===== config.mk =====
export PLATFORM = sky130hd
export DESIGN_NAME = gpcfg_top
export DESIGN_NICKNAME = d
export VERILOG_FILES = /design/src/design/gpcfg_pkg.sv /design/src/design/gpcfg_evt_if.sv /design/src/design/gpcfg_event_detect.sv /design/src/design/gpcfg_sync2.sv /design/src/design/gpcfg_top.sv
export SDC_FILE = /design/constraint.sdc
export NUM_CORES = 1
export LEC_CHECK = 0
export BUFFER_PORTS_ARGS = -buffer_cell sky130_fd_sc_hd__buf_2
export CORE_MARGIN = 3
export CORE_UTILIZATION = 39
export DETAILED_ROUTE_END_ITERATION = 7
export GPL_TIMING_DRIVEN = 0
export PLACE_DENSITY = 0.67
export SETUP_SLACK_MARGIN = 0.2
export SLEW_MARGIN = 5
export SYNTH_ARGS = -nofsm -noshare
export SYNTH_HDL_FRONTEND = slang
export SYNTH_HIERARCHICAL = 1
export SYNTH_SLANG_ARGS = --single-unit

===== constraint.sdc =====
create_clock -name clk -period 4.55 [get_ports clk]
set_input_delay 0.6825 -clock clk [delete_from_list [all_inputs] [get_ports clk]]
set_output_delay 0.6825 -clock clk [all_outputs]
set_load 0.02 [all_outputs]

===== src/design/gpcfg_pkg.sv =====
// gpcfg_pkg: constants and helpers for the gpio pin configuration block.
// assumes a single 10 MHz clock and that slots are addressed as {port, pin}.
package gpcfg_pkg;

  // ---------------------------------------------------------------
  // geometry
  // ---------------------------------------------------------------
  localparam int unsigned NUM_SLOTS = 56;
  localparam int unsigned NUM_EVT   = 16;
  localparam int unsigned CFG_W     = 7;

  // ---------------------------------------------------------------
  // configuration indices and field positions
  // ---------------------------------------------------------------
  localparam logic [7:0] IDX_PIN_SELECT  = 8'hF0;
  localparam logic [7:0] IDX_PIN_CFG_ONE = 8'hF1;
  localparam int unsigned SEL_PORT_LSB = 4;
  localparam int unsigned SEL_PIN_LSB  = 0;
  localparam int unsigned BIT_DBNC = 6;
  localparam int unsigned BIT_POL  = 5;
  localparam int unsigned BIT_LVL  = 4;
  localparam int unsigned BIT_LOCK = 3;
  localparam int unsigned BIT_PULL = 2;
  localparam int unsigned BIT_PP   = 1;
  localparam int unsigned BIT_OE   = 0;

  // ---------------------------------------------------------------
  // ports with special shape
  // ---------------------------------------------------------------
  localparam logic [2:0] PORT_EVT_A    = 3'h1;
  localparam logic [2:0] PORT_EVT_B    = 3'h4;
  localparam logic [2:0] PORT_SIX_PIN  = 3'h5;
  localparam logic [2:0] PORT_FIVE_PIN = 3'h6;
  localparam logic [2:0] SIX_PINS      = 3'h6;
  localparam logic [2:0] FIVE_PINS     = 3'h5;
  localparam logic [2:0] NO_PORT       = 3'h7;
  localparam logic [5:0] PIN64_SLOT    = 6'h34;

  // ---------------------------------------------------------------
  // reset values
  // ---------------------------------------------------------------
  localparam logic [5:0]  SEL_RST        = 6'h00;
  localparam logic [6:0]  CFG_RST_EVT    = 7'h40;
  localparam logic [6:0]  CFG_RST_PLAIN  = 7'h00;
  localparam logic [55:0] PULLUP_RST_MAP = 56'h100E07FFC30000;

  // ---------------------------------------------------------------
  // timing
  // ---------------------------------------------------------------
  localparam int unsigned CLK_PERIOD_NS = 100;
  localparam int unsigned DBNC_TIME_NS  = 16000;
  localparam int unsigned DBNC_CYCLES   = (DBNC_TIME_NS + CLK_PERIOD_NS - 1) / CLK_PERIOD_NS;

  // slot holds a real pin
  function automatic logic slot_exists(input logic [5:0] slot);
    logic [2:0] port;
    logic [2:0] pin;
    port = slot[5:3];
    pin  = slot[2:0];
    if (port == NO_PORT) return 1'b0;
    else if (port == PORT_SIX_PIN) return pin < SIX_PINS;
    else if (port == PORT_FIVE_PIN) return pin < FIVE_PINS;
    else return 1'b1;
  endfunction

  // slot belongs to a port with event detection
  function automatic logic slot_is_evt(input logic [5:0] slot);
    return (slot[5:3] == PORT_EVT_A) || (slot[5:3] == PORT_EVT_B);
  endfunction

endpackage


===== src/design/gpcfg_evt_if.sv =====
// gpcfg_evt_if: carries event settings to the detector and hits back.
// assumes both ends share the block clock.
`timescale 1ns/1ns
`default_nettype none
interface gpcfg_evt_if;
  logic [15:0] dbnc_en;
  logic [15:0] polarity;
  logic [15:0] level_sel;
  logic [15:0] hit;
  modport cfg_side (output dbnc_en, output polarity, output level_sel, input hit);
  modport det_side (input dbnc_en, input polarity, input level_sel, output hit);
endinterface
`default_nettype wire


===== src/design/gpcfg_event_detect.sv =====
// gpcfg_event_detect: debounce, polarity and edge or level detection.
// assumes raw pin inputs are asynchronous and settings come on clk.
`timescale 1ns/1ns
`default_nettype none
module gpcfg_event_detect #(
  parameter int unsigned DBNC_CYCLES = gpcfg_pkg::DBNC_CYCLES,
  parameter int unsigned CNT_W       = 8
) (
  // clock and reset
  input  wire logic          clk,
  input  wire logic          sys_rst,
  // raw event pins
  input  wire logic [15:0]   pin_in,
  // settings and hits
  gpcfg_evt_if.det_side      evt
);
  typedef struct packed {
    logic [15:0]            s1;
    logic [15:0]            s2;
    logic [15:0]            filt;
    logic [15:0]            prev;
    logic [15:0]            hit;
    logic [15:0][CNT_W-1:0] cnt;
  } gpcfg_det_t;

  gpcfg_det_t q_r;
  gpcfg_det_t q_nxt;

  // per pin filter; a change must hold for the whole interval
  always_comb begin
    logic act;
    act   = 1'b0;
    q_nxt = q_r;
    q_nxt.s1 = pin_in;
    q_nxt.s2 = q_r.s1;
    for (int i = 0; i < 16; i++) begin
      if (!evt.dbnc_en[i]) begin
        q_nxt.filt[i] = q_r.s2[i];
        q_nxt.cnt[i]  = '0;
      end else if (q_r.s2[i] == q_r.filt[i]) begin
        q_nxt.cnt[i] = '0;
      end else if (q_r.cnt[i] == CNT_W'(DBNC_CYCLES - 1)) begin
        q_nxt.filt[i] = q_r.s2[i];
        q_nxt.cnt[i]  = '0;
      end else begin
        q_nxt.cnt[i] = q_r.cnt[i] + CNT_W'(1);
      end
      act = evt.polarity[i] ? q_r.filt[i] : ~q_r.filt[i];
      q_nxt.prev[i] = act;
      q_nxt.hit[i]  = evt.level_sel[i] ? act : (act & ~q_r.prev[i]);
    end
  end

  // reset image: pins idle high under the default falling polarity, so the
  // filter starts high and prev inactive; no false edge follows reset
  localparam gpcfg_det_t DET_RST = '{s1: '1, s2: '1, filt: '1, prev: '0, hit: '0, cnt: '0};

  // state register
  always_ff @(posedge clk) begin
    if (sys_rst) q_r <= DET_RST;
    else q_r <= q_nxt;
  end

  assign evt.hit = q_r.hit;
endmodule
`default_nettype wire


===== src/design/gpcfg_sync2.sv =====
// gpcfg_sync2: two flop synchroniser for one level from outside the clock.
// assumes the level is held far longer than two clock periods.
`timescale 1ns/1ns
`default_nettype none
module gpcfg_sync2 (
  // clock and reset
  input  wire logic clk,
  input  wire logic sys_rst,
  // level
  input  wire logic async_in,
  output logic      sync_out
);
  typedef struct packed {
    logic s1;
    logic s2;
  } gpcfg_sync_t;

  gpcfg_sync_t q_r;
  gpcfg_sync_t q_nxt;

  // first stage is read only by the second
  always_comb begin
    q_nxt    = q_r;
    q_nxt.s1 = async_in;
    q_nxt.s2 = q_r.s1;
  end

  // state register
  always_ff @(posedge clk) begin
    if (sys_rst) q_r <= '0;
    else q_r <= q_nxt;
  end

  assign sync_out = q_r.s2;
endmodule
`default_nettype wire


===== src/design/gpcfg_top.sv =====
// gpcfg_top: per pin configuration store reached through select and data indices.
// assumes a configuration index port on clk; main reset arrives from a pin.
//
// Summary of operation
// - non-event ports hold bits 7-4 as reserved zero
// - bit 6 on event ports enables debounce of the event input, resets on
// - bit 5 selects event polarity, 0 falling or low, 1 rising or high
// - bit 4 selects edge (0) or level (1) event input
// - bit 3 write-one-sets lock; blocks bits 3-0, second register, data out
// - lock clears on main reset or standby reset per lock reset select
// - global unlock from the lock control register clears every lock but one set by a same-cycle write-one
// - bit 2 drives pull-up enable; read-only while locked
// - bit 1 selects push-pull (1) or open-drain (0); read-only while locked
// - bit 0 enables the output driver; read-only while locked
// - pull-up resets on for listed pins, off for all others
// - pin 64 pull-up held off while standby reset is asserted
// - config register accesses the pin chosen by the pin select register
// - event port pins reset with debounce on, pull-up on for listed pins (slots 32-34), other bits zero
`timescale 1ns/1ns
`default_nettype none
module gpcfg_top #(
  parameter int unsigned DBNC_CYCLES = gpcfg_pkg::DBNC_CYCLES
) (
  // clock and standby reset
  input  wire logic        clk,
  input  wire logic        sys_rst,
  // configuration index port
  input  wire logic [7:0]  cfg_addr,
  input  wire logic [7:0]  cfg_wdata,
  input  wire logic        cfg_wr,
  input  wire logic        cfg_rd,
  output logic      [7:0]  cfg_rdata_r,
  output logic             cfg_rvalid_r,
  // lock control
  input  wire logic        main_rst_in,
  input  wire logic        lock_reset_select,
  input  wire logic        global_unlock,
  // event pins
  input  wire logic [15:0] evt_pin_in,
  output logic      [15:0] event_hit_r,
  // per pin controls
  output logic      [55:0] pullup_en_r,
  output logic      [55:0] push_pull_sel_r,
  output logic      [55:0] output_drive_en_r,
  output logic      [55:0] pin_lock_r,
  output logic             sel_locked_r
);

  // ---------------------------------------------------------------
  // state
  // ---------------------------------------------------------------
  typedef struct packed {
    logic [5:0]                                           sel;
    logic [gpcfg_pkg::NUM_SLOTS-1:0][gpcfg_pkg::CFG_W-1:0] cfg;
    logic [55:0]                                          pull;
    logic [7:0]                                           rdata;
    logic                                                 rvalid;
    logic                                                 sel_locked;
  } gpcfg_state_t;

  // reset image of the whole store
  function automatic gpcfg_state_t rst_state();
    gpcfg_state_t s;
    s = '0;
    s.sel = gpcfg_pkg::SEL_RST;
    for (int i = 0; i < gpcfg_pkg::NUM_SLOTS; i++) begin
      if (gpcfg_pkg::slot_is_evt(6'(i))) s.cfg[i] = gpcfg_pkg::CFG_RST_EVT;
      else s.cfg[i] = gpcfg_pkg::CFG_RST_PLAIN;
      s.cfg[i][gpcfg_pkg::BIT_PULL] = gpcfg_pkg::PULLUP_RST_MAP[i];
    end
    s.pull = gpcfg_pkg::PULLUP_RST_MAP;
    s.pull[gpcfg_pkg::PIN64_SLOT] = 1'b0;
    return s;
  endfunction

  localparam gpcfg_state_t ST_RST = rst_state();

  gpcfg_state_t q_r;
  gpcfg_state_t q_nxt;
  logic         main_rst_sync;
  logic [5:0]   cur_slot;
  logic         cur_exists;
  logic         cur_evt;
  logic [55:0]  lock_vec;
  logic [55:0]  pull_vec;

  gpcfg_evt_if evt_bus ();

  // ---------------------------------------------------------------
  // helpers
  // ---------------------------------------------------------------
  // selected slot decode, shared by read, write and assertions
  assign cur_slot   = q_r.sel;
  assign cur_exists = gpcfg_pkg::slot_exists(cur_slot);
  assign cur_evt    = gpcfg_pkg::slot_is_evt(cur_slot);

  // flattened views of lock and pull-up bits
  always_comb begin
    lock_vec = '0;
    pull_vec = '0;
    for (int i = 0; i < gpcfg_pkg::NUM_SLOTS; i++) begin
      lock_vec[i] = q_r.cfg[i][gpcfg_pkg::BIT_LOCK];
      pull_vec[i] = q_r.cfg[i][gpcfg_pkg::BIT_PULL];
    end
  end

  // main reset comes from another power domain pin
  gpcfg_sync2 u_main_sync (
    .clk      (clk),
    .sys_rst  (sys_rst),
    .async_in (main_rst_in),
    .sync_out (main_rst_sync)
  );

  // ---------------------------------------------------------------
  // next state
  // ---------------------------------------------------------------
  always_comb begin
    logic [5:0] nslot;
    nslot  = '0;
    q_nxt  = q_r;
    q_nxt.rvalid = 1'b0;
    // lock clearing first, so a same-cycle write-one still sets the lock
    for (int i = 0; i < gpcfg_pkg::NUM_SLOTS; i++) begin
      if (global_unlock) q_nxt.cfg[i][gpcfg_pkg::BIT_LOCK] = 1'b0;
      if (main_rst_sync && !lock_reset_select) begin
        q_nxt.cfg[i][gpcfg_pkg::BIT_LOCK] = 1'b0;
      end
    end
    // index decode for writes
    if (cfg_wr) begin
      if (cfg_addr == gpcfg_pkg::IDX_PIN_SELECT) begin
        q_nxt.sel = {cfg_wdata[gpcfg_pkg::SEL_PORT_LSB +: 3],
                     cfg_wdata[gpcfg_pkg::SEL_PIN_LSB +: 3]};
      end else if (cfg_addr == gpcfg_pkg::IDX_PIN_CFG_ONE && cur_exists) begin
        // event fields stay writable under lock; reserved elsewhere
        if (cur_evt) begin
          q_nxt.cfg[cur_slot][gpcfg_pkg::BIT_DBNC] = cfg_wdata[gpcfg_pkg::BIT_DBNC];
          q_nxt.cfg[cur_slot][gpcfg_pkg::BIT_POL]  = cfg_wdata[gpcfg_pkg::BIT_POL];
          q_nxt.cfg[cur_slot][gpcfg_pkg::BIT_LVL]  = cfg_wdata[gpcfg_pkg::BIT_LVL];
        end
        if (!q_r.cfg[cur_slot][gpcfg_pkg::BIT_LOCK]) begin
          q_nxt.cfg[cur_slot][gpcfg_pkg::BIT_PULL] = cfg_wdata[gpcfg_pkg::BIT_PULL];
          q_nxt.cfg[cur_slot][gpcfg_pkg::BIT_PP]   = cfg_wdata[gpcfg_pkg::BIT_PP];
          q_nxt.cfg[cur_slot][gpcfg_pkg::BIT_OE]   = cfg_wdata[gpcfg_pkg::BIT_OE];
        end
        if (cfg_wdata[gpcfg_pkg::BIT_LOCK]) begin
          q_nxt.cfg[cur_slot][gpcfg_pkg::BIT_LOCK] = 1'b1;
        end
      end
    end
    // index decode for reads; reserved and absent bits give zero
    if (cfg_rd) begin
      q_nxt.rvalid = 1'b1;
      if (cfg_addr == gpcfg_pkg::IDX_PIN_SELECT) begin
        q_nxt.rdata = {1'b0, q_r.sel[5:3], 1'b0, q_r.sel[2:0]};
      end else if (cfg_addr == gpcfg_pkg::IDX_PIN_CFG_ONE && cur_exists) begin
        q_nxt.rdata = {1'b0, cur_evt ? q_r.cfg[cur_slot][6:4] : 3'h0,
                       q_r.cfg[cur_slot][3:0]};
      end else begin
        q_nxt.rdata = 8'h00;
      end
    end
    // pull-up output follows the store without lag
    for (int i = 0; i < gpcfg_pkg::NUM_SLOTS; i++) begin
      q_nxt.pull[i] = q_nxt.cfg[i][gpcfg_pkg::BIT_PULL];
    end
    // lock of the newly selected pin, for the second register and data out
    nslot = q_nxt.sel;
    // absent slots (port 7 and the short ports) have no lock to report
    if (gpcfg_pkg::slot_exists(nslot)) begin
      q_nxt.sel_locked = q_nxt.cfg[nslot][gpcfg_pkg::BIT_LOCK];
    end else begin
      q_nxt.sel_locked = 1'b0;
    end
  end

  // ---------------------------------------------------------------
  // state register
  // ---------------------------------------------------------------
  // standby reset loads the image, which holds the pin 64 pull-up off
  always_ff @(posedge clk) begin
    if (sys_rst) q_r <= ST_RST;
    else q_r <= q_nxt;
  end

  // ---------------------------------------------------------------
  // event path
  // ---------------------------------------------------------------
  // event ports occupy slots 8-15 and 32-39
  always_comb begin
    for (int i = 0; i < 8; i++) begin
      evt_bus.dbnc_en[i]     = q_r.cfg[8 + i][gpcfg_pkg::BIT_DBNC];
      evt_bus.dbnc_en[8 + i] = q_r.cfg[32 + i][gpcfg_pkg::BIT_DBNC];
      evt_bus.polarity[i]     = q_r.cfg[8 + i][gpcfg_pkg::BIT_POL];
      evt_bus.polarity[8 + i] = q_r.cfg[32 + i][gpcfg_pkg::BIT_POL];
      evt_bus.level_sel[i]     = q_r.cfg[8 + i][gpcfg_pkg::BIT_LVL];
      evt_bus.level_sel[8 + i] = q_r.cfg[32 + i][gpcfg_pkg::BIT_LVL];
    end
  end

  gpcfg_event_detect #(
    .DBNC_CYCLES (DBNC_CYCLES),
    .CNT_W       (16)
  ) u_detect (
    .clk     (clk),
    .sys_rst (sys_rst),
    .pin_in  (evt_pin_in),
    .evt     (evt_bus.det_side)
  );

  // ---------------------------------------------------------------
  // outputs
  // ---------------------------------------------------------------
  always_comb begin
    push_pull_sel_r   = '0;
    output_drive_en_r = '0;
    for (int i = 0; i < gpcfg_pkg::NUM_SLOTS; i++) begin
      push_pull_sel_r[i]   = q_r.cfg[i][gpcfg_pkg::BIT_PP];
      output_drive_en_r[i] = q_r.cfg[i][gpcfg_pkg::BIT_OE];
    end
  end

  assign pin_lock_r   = lock_vec;
  assign pullup_en_r  = q_r.pull;
  assign cfg_rdata_r  = q_r.rdata;
  assign cfg_rvalid_r = q_r.rvalid;
  assign sel_locked_r = q_r.sel_locked;
  assign event_hit_r  = evt_bus.hit;

  // ---------------------------------------------------------------
  // assertions
  // ---------------------------------------------------------------
  logic [2:0] cur_low;
  logic [5:0] sel_wr_val;
  assign cur_low    = q_r.cfg[cur_slot][2:0];
  assign sel_wr_val = {cfg_wdata[6:4], cfg_wdata[2:0]};

  property p_sel_write;
    @(posedge clk) disable iff (sys_rst)
    (cfg_wr && cfg_addr == gpcfg_pkg::IDX_PIN_SELECT) |=> (q_r.sel == $past(sel_wr_val));
  endproperty
  a_sel_write: assert property (p_sel_write) else $error("pin select not taken");

  property p_lock_blocks;
    @(posedge clk) disable iff (sys_rst)
    (cfg_wr && cfg_addr == gpcfg_pkg::IDX_PIN_CFG_ONE && lock_vec[cur_slot])
      |=> (q_r.cfg[$past(cur_slot)][2:0] == $past(cur_low));
  endproperty
  a_lock_blocks: assert property (p_lock_blocks) else $error("locked bits changed");

  property p_lock_set;
    @(posedge clk) disable iff (sys_rst)
    (cfg_wr && cfg_addr == gpcfg_pkg::IDX_PIN_CFG_ONE && cur_exists && cfg_wdata[3])
      |=> lock_vec[$past(cur_slot)] && sel_locked_r;
  endproperty
  a_lock_set: assert property (p_lock_set) else $error("lock not set");

  property p_unlock;
    @(posedge clk) disable iff (sys_rst)
    (global_unlock && !cfg_wr) |=> (lock_vec == 56'h0) && !sel_locked_r;
  endproperty
  a_unlock: assert property (p_unlock) else $error("global unlock missed");

  property p_main_clear;
    @(posedge clk) disable iff (sys_rst)
    (main_rst_sync && !lock_reset_select && !cfg_wr) |=> (lock_vec == 56'h0);
  endproperty
  a_main_clear: assert property (p_main_clear) else $error("main reset kept lock");

  property p_rsv_read;
    @(posedge clk) disable iff (sys_rst)
    (cfg_rd && cfg_addr == gpcfg_pkg::IDX_PIN_CFG_ONE && !cur_evt)
      |=> cfg_rvalid_r && (cfg_rdata_r[7:4] == 4'h0);
  endproperty
  a_rsv_read: assert property (p_rsv_read) else $error("reserved bits not zero");

  property p_reset_pull;
    @(posedge clk) disable iff (sys_rst)
    $past(sys_rst) |-> (pullup_en_r == ST_RST.pull) && !pullup_en_r[gpcfg_pkg::PIN64_SLOT];
  endproperty
  a_reset_pull: assert property (p_reset_pull) else $error("pull-up reset image wrong");

  property p_reset_evt;
    @(posedge clk) disable iff (sys_rst)
    $past(sys_rst) |-> (q_r.cfg[8][6:3] == 4'h8) && (q_r.cfg[39][6:3] == 4'h8)
                       && (output_drive_en_r == 56'h0) && (push_pull_sel_r == 56'h0);
  endproperty
  a_reset_evt: assert property (p_reset_evt) else $error("event port reset wrong");

  property p_pull_follows;
    @(posedge clk) disable iff (sys_rst)
    $past(!sys_rst) |-> (pullup_en_r == pull_vec);
  endproperty
  a_pull_follows: assert property (p_pull_follows) else $error("pull-up output stale");

endmodule
`default_nettype wire


==> metrics.csv <==
metric,value,unit
status,finished clean,
drt-pass1-iter-count,7,
timing.slew.headroom,11.7,%
min_path_type,input pin to register,
drv_slew,0,
endpoint_kind,register,
drtAntennaViolNets,0,
required,5.10,ns
h-tree-depth,3,
path_cells,buf_2 > nor3b_1 > clkbuf_1 > mux2i_1 > a2bb2oi_1 > a21oi_1 > a311oi_1 > a31oi_1 > o31a_1,
fin_crit_sh,95.3,%
skew,0.0355,ns
initial_utilization,39.5,%
ys_seq_elements,626,
reg2reg_slack,0.21,ns
ys_seq_area_share,41.7,%
cts.clk_slew.worst_paths,0.06,ns
cts_resized,0,
antenna_found_initial,2,
worst_ep_arrival_time,4.88,ns
pwr-share-seq,46.7,%
clock_sinks,626,
port_buffers,282,
num_rows,101,
p_sw_share,22.0,%
cts_buffer_depth,3,
grt_usage,23.7,%
holdPathStages,2,
syn_area,0.0300,mm2
vias,26400,
dpl_cell_area,0.0327,mm2
p_leak,12.7,nW
async_flop_share,0,%
stdcell_count,4831,
synthDistinctLibCells,83,
syn_nets,3447,
cts_tree,built,
gp_congestion,1.00,
die_h,283,um
grt_setup_unrepaired,no,
fin_ws,0.214,ns
min-delay-start,evt_pin_in[13],
yosys_warnings,6,
dp_hpwl,72.4,mm
wire_per_inst,20.4,um
cts_made_buffers,71,
dp.cells,4705,
synth_edf_count,0,
drc,0,
worstSkewPairLatency,0.64,ns
cellPowerDensity,336,mW/mm2
nets,3803,
synthFlopType,dfxtp_1,
syn_area_per_cell,8.85,um2
holdPathEnd,u_detect/q_nxt[317],
maxCapViolCount,0,
setup_viol,0,
fmax,231,MHz
fp.coreArea,0.0761,mm2
finish.utilization,46.3,%
area.growth.synth_to_final,17.3,%
root_buffer,clkbuf_16,
first_global_vias,25200,
p_sw,2.60,mW
tightestPinTransition,1.32,ns
overflow,0,
internal_power,9.22,mW
synth_cells,3392,
p_comb_share,2.4,%
place_ws,0.424,ns
critPathSlowestCell,nor3b_1,
regToRegStartpoint,cur_slot[2],
die_w,283,um
grt_pass1_wl,150,mm
criticalPathCategory,register to register,
setup.worst_path.start_class,register,
hold_viol,0,
p_clk_share,50.9,%
crit_fanout,10,
ioPinCount,289,
rr_endpoint,sel_locked_r,
routed_via_density,5.47,
cts_setup_buffers,0,
wl,98.7,mm
fin_area,0.0352,mm2
drive_gt1_share,20.9,%
fp.dieArea,0.0803,mm2
ir_drop,0.235,mV
r2r_cells,9,
ctsHoldBuffers,0,
max_stage_delay,1.09,ns
fillers,7394,
grt_max_degree,14,
layout_min_cycle_time,4.34,ns
drtIter0Drc,2715,
finalSetupTns,0,ns
layout make-up:
cell class | count | area [um2] | share of cell area (%)
Timing Repair Buffer | 283 | 1420 | 4.03
Antenna cell | 1 | 2.50 | 0.00711
Inverter | 52 | 195 | 0.554
Clock inverter | 27 | 440 | 1.25
Buffer | 444 | 2760 | 7.83
Tap cell | 1030 | 1290 | 3.66
Multi-Input combinational cell | 2270 | 14600 | 41.4
Clock buffer | 98 | 2020 | 5.73
Sequential cell | 626 | 12500 | 35.6
worst max-delay path: cells and delay by family (launching register included):
kind	cells	cell delay, ns
AND/OR/NAND/NOR	1	1.09
buffers and inverters	2	1.14
flip-flops	1	0.51
AO/OA/AOI/OAI	5	1.00
multiplexers	1	0.53
per-layer routing:
metal	part of all wire [%]	wire (um)	track usage [%]
met1	43	42300	32.0
met2	44	43000	36.5
met3	9.0	8880	5.24
met4	4.6	4490	10.0
met5	0.030	30	0
cells by family (layout without fill, tap and decap cells):
kind of cell	count (synthesis)	in the layout	share of synthesized area, %
simple gates	1392	1392	24.0
other cells	1	2	0.0125
buf+inv	496	904	9.83
flops	626	626	41.7
xor+xnor	240	240	7.00
fa+ha+maj	16	16	0.667
mux	205	205	7.30
compound gates	416	416	9.45
power groups by stage:
stage	sequential (mW)	clock, mW	combinational (mW)
2_1_floorplan	5.63	0	0.167
3_3_place_gp	5.64	0	0.280
3_5_place_dp	5.64	0	0.282
4_1_cts	5.52	6.11	0.283
5_1_grt	5.52	6.33	0.306
6_report	5.52	6.02	0.290
cells in the mapped netlist, types with 76 or more instances:
master    count  area [um2]
dfxtp_1     626       12500
nor2_1      432        1620
buf_4       257        1930
mux2i_1     186        1860
nand2_1     170         638
xnor2_1     154        1350
nand2b_1    135         845
clkbuf_1    131         492
nor3_1      117         586
nand3_1     113         566
nand4_1      98         613
xor2_1       86         753
a21oi_1      80         400
o21ai_0      76         380
through the flow:
stage	power, mW	hold WS [ns]
2_1_floorplan	5.80	0.389
3_3_place_gp	5.92	0.393
3_5_place_dp	5.92	0.396
4_1_cts	11.9	0.232
5_1_grt	12.2	0.247
6_report	11.8	0.261
cell usage in the layout, fill, tap and decap left out, types with 98 or more instances in the layout:
cell	instances
buf_2	316
buf_4	258
clkbuf_1	143
dfxtp_1	626
mux2i_1	186
nand2_1	170
nand2b_1	135
nand3_1	113
nand4_1	98
nor2_1	432
nor3_1	115
xnor2_1	154
how the worst max path moves through the flow:
| stage | from | depth (start not counted) | endpoint |
|---|---|---|---|
| floorplan | cfg_addr[3] | 9 | sel_locked_r |
| global placement | cur_slot[1] | 11 | sel_locked_r |
| detailed placement | cur_slot[1] | 11 | sel_locked_r |
| CTS | cur_slot[1] | 11 | sel_locked_r |
| global route | cur_slot[1] | 10 | cfg_rdata_r[4] |
| finish | cur_slot[2] | 9 | sel_locked_r |
(Power assumes the default switching activity.)
